$ cat src/shared/pass_qualifier_map.svh
// Register map, field positions and timing counts of the port pass qualifier.
// Assumes one 8-bit control register reached at its documented offset.
// Summary of operation
// - Freeze drops pass until new image, threshold
// - Line-count change drops pass until threshold
// - Line-size change drops pass until threshold
// - Parity mode zero: pass low per error
// - Parity mode one: pass cleared until threshold
// - Watchdog drops pass without frame end
// - Watchdog ignored when threshold is zero
// - Threshold zero: pass on receiver lock
// - Nonzero threshold: pass after that many frames
// - Discard enable drops packets while unqualified
`ifndef PASS_QUALIFIER_MAP_SVH
`define PASS_QUALIFIER_MAP_SVH
`define PQ_CTL_ADDR 8'h7D
`define PQ_CTL_RESET 8'h00
`define PQ_BIT_DISCARD 7
`define PQ_BIT_FREEZE 6
`define PQ_BIT_LINE_CNT 5
`define PQ_BIT_LINE_SIZE 4
`define PQ_BIT_PARITY 3
`define PQ_BIT_WDOG_OFF 2
`define PQ_THR_HI 1
`define PQ_THR_LO 0
`define PQ_THR_ZERO 2'h0
`define PQ_WDOG_FRAMES 2
`define PQ_RDATA_NONE 8'h00
`endif

$ cat src/shared/pass_qualifier_pkg.sv
// Types shared by the port pass qualifier and its frame-end watchdog.
// Assumes the map header is compiled alongside.
package pass_qualifier_pkg;
    typedef enum logic [1:0] {ST_UNLOCKED, ST_COUNTING, ST_PASS} pass_state_t;
    typedef logic [1:0] threshold_t;
endpackage : pass_qualifier_pkg

$ cat src/shared/watchdog_if.sv
// Link between the qualifier and its frame-end watchdog.
// Assumes both ends run on the device clock.
interface watchdog_if;
    logic frame_start;
    logic frame_end;
    logic arm;
    logic expire;
    modport timer (input frame_start, input frame_end, input arm, output expire);
    modport ctl (output frame_start, output frame_end, output arm, input expire);
endinterface : watchdog_if

$ cat src/verilog/frame_end_watchdog.sv
// Measures the frame period and flags a missing frame end.
// Assumes frame start and valid frame end arrive as one-cycle pulses.
`include "pass_qualifier_map.svh"
module frame_end_watchdog #(
    parameter int CNT_W = 24
) (
    input wire logic i_sys_clk,
    input wire logic i_rst_b,
    input wire logic i_ce,
    watchdog_if.timer wd
);
    import pass_qualifier_pkg::*;
    logic [CNT_W-1:0] period_run;
    logic [CNT_W-1:0] period;
    logic [CNT_W-1:0] since;
    logic seen_start;
    logic period_ok;
    wire [CNT_W-1:0] limit = CNT_W'(period * `PQ_WDOG_FRAMES);
    wire run_full = &period_run;
    wire since_full = &since;

    always_ff @(posedge i_sys_clk or negedge i_rst_b) begin
        if (!i_rst_b) begin
            period_run <= '0;
            period <= '0;
            since <= '0;
            seen_start <= 1'b0;
            period_ok <= 1'b0;
            wd.expire <= 1'b0;
        end else if (i_ce) begin
            period_run <= wd.frame_start ? '0 : (run_full ? period_run : period_run + 1'b1);
            if (wd.frame_start) begin
                period <= period_run;
                seen_start <= 1'b1;
                period_ok <= seen_start;
            end
            since <= (wd.frame_end || !wd.arm) ? '0 : (since_full ? since : since + 1'b1);
            // Equality gives a single pulse per missed window
            wd.expire <= wd.arm && period_ok && !wd.frame_end && since == limit;
        end
    end
endmodule : frame_end_watchdog

$ cat src/verilog/rx_port_pass_qualifier.sv
// Pass qualification and packet gating for one receive port.
// Assumes event inputs are one-cycle pulses synchronous to i_sys_clk.
`include "pass_qualifier_map.svh"
module rx_port_pass_qualifier #(
    parameter int DATA_W = 8,
    parameter int WDOG_CNT_W = 24
) (
    input wire logic i_sys_clk,
    input wire logic i_rst_b,
    input wire logic i_ce,
    input wire logic i_reg_wr,
    input wire logic [7:0] i_reg_addr,
    input wire logic [7:0] i_reg_wdata,
    output logic [7:0] o_reg_rdata,
    input wire logic i_rx_lock,
    input wire logic i_frame_start,
    input wire logic i_frame_end_valid,
    input wire logic i_freeze_det,
    input wire logic i_new_image,
    input wire logic i_line_count_chg,
    input wire logic i_line_size_chg,
    input wire logic i_parity_err,
    input wire logic i_pkt_valid,
    input wire logic [DATA_W-1:0] i_pkt_data,
    output logic o_pkt_valid,
    output logic [DATA_W-1:0] o_pkt_data,
    output logic o_pass,
    output pass_qualifier_pkg::pass_state_t o_state
);
    import pass_qualifier_pkg::*;

    logic [7:0] port_qualify_control;
    pass_state_t state;
    pass_state_t next_state;
    threshold_t frame_cnt;
    threshold_t next_frame_cnt;
    logic frozen_wait;
    logic next_frozen_wait;

    watchdog_if wd_link ();

    function automatic logic reached(input threshold_t cnt, input threshold_t thr);
        reached = (threshold_t'(cnt + 1'b1) == thr);
    endfunction : reached

    // Control field decode
    wire discard_en = port_qualify_control[`PQ_BIT_DISCARD];
    wire freeze_en = port_qualify_control[`PQ_BIT_FREEZE];
    wire line_count_qualify_en = port_qualify_control[`PQ_BIT_LINE_CNT];
    wire line_size_en = port_qualify_control[`PQ_BIT_LINE_SIZE];
    wire parity_sticky = port_qualify_control[`PQ_BIT_PARITY];
    wire frame_end_watchdog_off = port_qualify_control[`PQ_BIT_WDOG_OFF];
    wire threshold_t pass_threshold = port_qualify_control[`PQ_THR_HI:`PQ_THR_LO];
    wire thr_zero = (pass_threshold == `PQ_THR_ZERO);
    wire ctl_hit = (i_reg_addr == `PQ_CTL_ADDR);

    // Drop sources
    wire drop_freeze = freeze_en && i_freeze_det;
    wire drop_lines = line_count_qualify_en && i_line_count_chg;
    wire drop_size = line_size_en && i_line_size_chg;
    wire drop_parity = parity_sticky && i_parity_err;
    wire blip_parity = !parity_sticky && i_parity_err;
    // No watchdog drop with a zero threshold
    wire drop_wdog = wd_link.expire && !frame_end_watchdog_off && !thr_zero;
    wire drop_any = drop_freeze || drop_lines || drop_size || drop_parity || drop_wdog;
    wire gate_pkt = discard_en && !o_pass;

    assign wd_link.frame_start = i_frame_start;
    assign wd_link.frame_end = i_frame_end_valid;
    assign wd_link.arm = (state == ST_PASS);

    frame_end_watchdog #(
        .CNT_W(WDOG_CNT_W)
    ) u_watchdog (
        .i_sys_clk(i_sys_clk),
        .i_rst_b(i_rst_b),
        .i_ce(i_ce),
        .wd(wd_link)
    );

    always_comb begin
        next_state = state;
        next_frame_cnt = frame_cnt;
        next_frozen_wait = frozen_wait;
        if (drop_freeze) begin
            next_frozen_wait = 1'b1;
        end else if (i_new_image) begin
            next_frozen_wait = 1'b0;
        end
        case (state)
            ST_UNLOCKED: begin
                next_frame_cnt = '0;
                if (i_rx_lock) begin
                    next_state = ST_COUNTING;
                    // Zero threshold passes on lock alone
                    if (thr_zero && !drop_any && !next_frozen_wait) begin
                        next_state = ST_PASS;
                    end
                end
            end
            ST_COUNTING: begin
                if (drop_any) begin
                    next_frame_cnt = '0;
                end else if (!next_frozen_wait) begin
                    if (thr_zero) begin
                        next_state = ST_PASS;
                    end else if (i_frame_end_valid) begin
                        next_frame_cnt = threshold_t'(frame_cnt + 1'b1);
                        if (reached(frame_cnt, pass_threshold)) begin
                            next_state = ST_PASS;
                        end
                    end
                end
            end
            ST_PASS: begin
                if (drop_any) begin
                    next_state = ST_COUNTING;
                    next_frame_cnt = '0;
                end
            end
            default: begin
                next_state = ST_UNLOCKED;
            end
        endcase
        if (!i_rx_lock) begin
            next_state = ST_UNLOCKED;
            next_frame_cnt = '0;
            next_frozen_wait = 1'b0;
        end
    end

    always_ff @(posedge i_sys_clk or negedge i_rst_b) begin
        if (!i_rst_b) begin
            port_qualify_control <= `PQ_CTL_RESET;
            o_reg_rdata <= `PQ_RDATA_NONE;
        end else if (i_ce) begin
            if (i_reg_wr && ctl_hit) begin
                port_qualify_control <= i_reg_wdata;
            end
            o_reg_rdata <= ctl_hit ? port_qualify_control : `PQ_RDATA_NONE;
        end
    end

    always_ff @(posedge i_sys_clk or negedge i_rst_b) begin
        if (!i_rst_b) begin
            state <= ST_UNLOCKED;
            frame_cnt <= '0;
            frozen_wait <= 1'b0;
            o_pass <= 1'b0;
            o_state <= ST_UNLOCKED;
        end else if (i_ce) begin
            state <= next_state;
            frame_cnt <= next_frame_cnt;
            frozen_wait <= next_frozen_wait;
            // Error blip masks pass for that cycle only
            o_pass <= (next_state == ST_PASS) && !blip_parity;
            o_state <= next_state;
        end
    end

    // Registered gating costs one cycle of packet latency
    always_ff @(posedge i_sys_clk or negedge i_rst_b) begin
        if (!i_rst_b) begin
            o_pkt_valid <= 1'b0;
            o_pkt_data <= '0;
        end else if (i_ce) begin
            o_pkt_valid <= i_pkt_valid && !gate_pkt;
            o_pkt_data <= i_pkt_data;
        end
    end
endmodule : rx_port_pass_qualifier

$ cat config.mk
export PLATFORM = sky130hd
export DESIGN_NAME = rx_port_pass_qualifier
export DESIGN_NICKNAME = d
export VERILOG_FILES = /design/src/shared/pass_qualifier_pkg.sv /design/src/shared/watchdog_if.sv /design/src/verilog/frame_end_watchdog.sv /design/src/verilog/rx_port_pass_qualifier.sv
export VERILOG_INCLUDE_DIRS = /design/src /design/src/shared
export SDC_FILE = /design/constraint.sdc
export NUM_CORES = 1
export LEC_CHECK = 0
export BUFFER_PORTS_ARGS = -buffer_cell sky130_fd_sc_hd__clkbuf_2
export CORE_ASPECT_RATIO = 1.5
export CORE_UTILIZATION = 45
export CTS_BUF_LIST = sky130_fd_sc_hd__clkbuf_8
export CTS_CLUSTER_SIZE = 16
export DETAILED_ROUTE_END_ITERATION = 16
export PLACE_DENSITY = 0.68
export SYNTH_ARGS = -nofsm -noshare
export SYNTH_HDL_FRONTEND = slang
export SYNTH_SLANG_ARGS = --single-unit
export TNS_END_PERCENT = 50
$ cat constraint.sdc
create_clock -name i_sys_clk -period 2.5 [get_ports i_sys_clk]
set_input_delay 0.125 -clock i_sys_clk [delete_from_list [all_inputs] [get_ports i_sys_clk]]
set_output_delay 0.125 -clock i_sys_clk [all_outputs]
set_load 0.01 [all_outputs]
==> results.py <==
metrics = {
    "setup_path": {
        "critical_path_arrival_ps": 2490,
        "cp-start-kind": "register",
        "critPathMaxFanout": 11,
        "r2r-start": "state[1]",
        "required_ps": 2800,
        "ff2ff_setup_slack_ps": 300,
        "cp-startpoint": "state[1]",
        "crit_type": "reg2reg",
        "critPathCaptureType": "register",
    },
    "floorplan": {
        "die_w_um": 91.5,
        "die_h_um": 136,
        "rows": 48,
        "io_pins": 57,
        "dieArea_um2": 12500,
        "core_um2": 11600,
        "start_util_pct": 46.6,
    },
    "global_route": {
        "grt.overflow.total": 0,
        "antenna_found_initial": 0,
        "grt_pass1_wl_um": 21700,
        "grt_max_degree": 51,
        "use_met2_pct": 37.2,
        "grt-busiest-layer": "met2",
        "gr-usage-met3_pct": 3.36,
        "grt_use_met1_pct": 26.6,
        "globalRouteTotalUtil_pct": 22.2,
        "grt_pass1_vias": 4584,
    },
    "drt": {
        "num_vias": 4574,
        "detail-route-antenna-nets": 0,
        "drt-total-wl_um": 12900,
        "avgViaCountPerCell": 5.73,
        "firstDrtPassIters": 4,
        "drt_iter0_markers": 278,
        "post-route-drc-count": 0,
        "wl_per_cell_um": 16.2,
    },
    "cells_and_area": {
        "insertedDiodeCount": 0,
        "syn_to_final_growth_pct": 16.3,
        "drive_gt1_share_pct": 19.1,
        "fin_util_pct": 54.2,
        "nets": 682,
    },
    "yosys": {
        "synth-adder-area-share_pct": 0.463,
        "synth_top_family_by_area": "simple AND/OR/NAND/NOR gates",
        "synth-compound-area-share_pct": 10.4,
        "synth_edf_count": 0,
        "synthMuxAreaShare_pct": 3.96,
        "synth-simple-area-share_pct": 26.1,
        "avgSynthCellArea_um2": 9.56,
        "synthXorXnorAreaFrac_pct": 7.46,
        "ys_seq_elements": 105,
        "synth_cells": 565,
        "ys.flop_type": "dfrtp_1",
        "ys_warn_count": 0,
        "syn_nets": 604,
        "ys_types": 59,
        "syn_area_um2": 5400,
        "seq_area_frac_synth_pct": 48.6,
        "ys_async_sr_fraction_pct": 100,
    },
    "clocking": {
        "cts_sinks": 105,
        "cts_max_path_buffers": 2,
        "cts_resized": 0,
        "cts_hold_buf": 19,
        "cts_tree": "yes",
        "cts_setup_buffers": 0,
        "clkSlewWorstSetupHoldPaths_ps": 110,
        "cts_buffers": 9,
        "clk_latency_ps": 380,
        "cts_max_level": 3,
        "clockRootBuffer": "clkbuf_8",
    },
    "run": {
        "max_cap_violations": 0,
    },
    "min_path": {
        "min_from": "i_frame_start",
        "hold_class": "in2reg",
    },
    "timing": {
        "hold_viol_final": 0,
        "rsz0062_at_grt": "false",
        "fin_ws_ps": 303,
        "max_freq_ghz": 0.455,
        "setup_viol": 0,
        "worst_pin_slew_ps": 723,
        "layout_min_cycle_time_ps": 2200,
        "finalClockSkew_ps": 13.5,
        "hold_slack_ps": 113,
        "finalCritPeriodShare_pct": 87.9,
        "slew_headroom_pct": 51.8,
        "finalSetupTns_ps": 0,
        "finalMaxSlewViolations": 0,
    },
    "place": {
        "hpwl_um": 9400,
        "gp_congestion": 0.961,
        "io_buffers": 56,
        "post-place-ws_ps": 360,
    },
    "power_and_ir_drop": {
        "power.leakage_nw": 2.92,
        "max-vdd-ir-drop_mv": 0.382,
        "power.density_nw_per_um2": 522,
    },
    "run_status": {
        "status": "complete, no violations",
    },
}
-- cells in the final DEF, fill, tap and decap left out, types with 7 or more instances in the layout --
cell	synthesis	layout
a21oi_1	24	24
a22o_1	8	8
a31oi_1	9	9
and3_1	11	11
buf_4	0	16
clkbuf_2	0	55
clkbuf_8	1	9
dfrtp_1	105	105
dlygate4sd3_1	0	19
inv_1	8	8
mux2_2	19	19
nand2_1	103	103
nand2b_1	8	8
nand3_1	32	32
nand4_1	22	22
nor2_1	34	34
nor3_1	7	7
o21ai_0	20	20
or3_1	11	11
or4_1	7	7
xnor2_1	28	28
xor2_1	18	18
-- layout make-up --
cell class	instances	area [um2]
Sequential cell	105	2630
Clock inverter	7	95.1
Fill cell	1057	5310
Multi-Input combinational cell	428	2620
Clock buffer	9	124
Timing Repair Buffer	91	606
Inverter	8	30.0
Tap cell	150	188
-- synth_stat cells (9+ instances only) --
library cell,count,area [um2]
dfrtp_1,105,2630
a31oi_1,9,56.3
nor2_1,34,128
o21ai_0,20,100
nand4_1,22,138
and3_1,11,68.8
nand2_1,103,387
a21oi_1,24,120
or3_1,11,68.8
xor2_1,18,158
clkbuf_1,11,41.3
mux2_2,19,214
xnor2_1,28,245
nand3_1,32,160
-- final timing paths --
check                                            endpoint  cells after the start
worst max-delay path                  u_watchdog.since[7]                      5
worst min-delay path             u_watchdog.period_run[1]                      3
worst max register to register        u_watchdog.since[7]                      5
worst min register to register       u_watchdog.period_ok                      2
max in group asynchronous                    frame_cnt[0]                      3
min in group asynchronous       u_watchdog.period_run[23]                      2
-- registers in the layout, summed over array words and instances (netlist names), 2 cells and up --
name	flops
u_watchdog.period	23
port_qualify_control	8
u_watchdog.since	24
o_pkt_data	8
o_reg_rdata	8
u_watchdog.period_run	24
state	2
frame_cnt	2
-- metal layers --
metal  up-vias  wire length, um
met4         0              636
met5         -                0
met1      2223             5200
met3        44              442
met2       123             6630
li1       2184                -
-- worst max-delay path: stages, from the launching register on --
cell and delay, ps:
dfrtp_1 530, or3b_4 460, nor4_4 590, and2_4 290, o31ai_1 80, a21oi_1 160
-- cell families (layout without fill, tap and decap cells) --
logic type / Yosys count / after routing
AO/OA/AOI/OAI: 88 / 88
XOR/XNOR: 46 / 46
adder cells (fa/ha/maj): 2 / 2
buffers and inverters: 32 / 115
flip-flops: 105 / 105
multiplexers: 19 / 19
AND/OR/NAND/NOR: 273 / 273
-- metrics by stage --
| stage | power, mW | cells | area (um2) |
|---|---|---|---|
| 3_3_place_gp | 2.13 | 763 | 5880 |
| 3_5_place_dp | 2.14 | 763 | 5880 |
| 2_1_floorplan | 2.00 | 565 | 5400 |
| 5_1_grt | 3.42 | 798 | 6280 |
| 4_1_cts | 3.32 | 798 | 6280 |
| 6_report | 3.28 | 798 | 6280 |
-- power breakdown --
part / internal, mW / switching, mW / leakage [nW]
combinational: 0.144 / 0.185 / 1.38
clock: 0.495 / 0.656 / 0.111
sequential: 1.75 / 0.0542 / 1.43
total: 2.39 / 0.895 / 2.92
(Power assumes the default switching activity.)
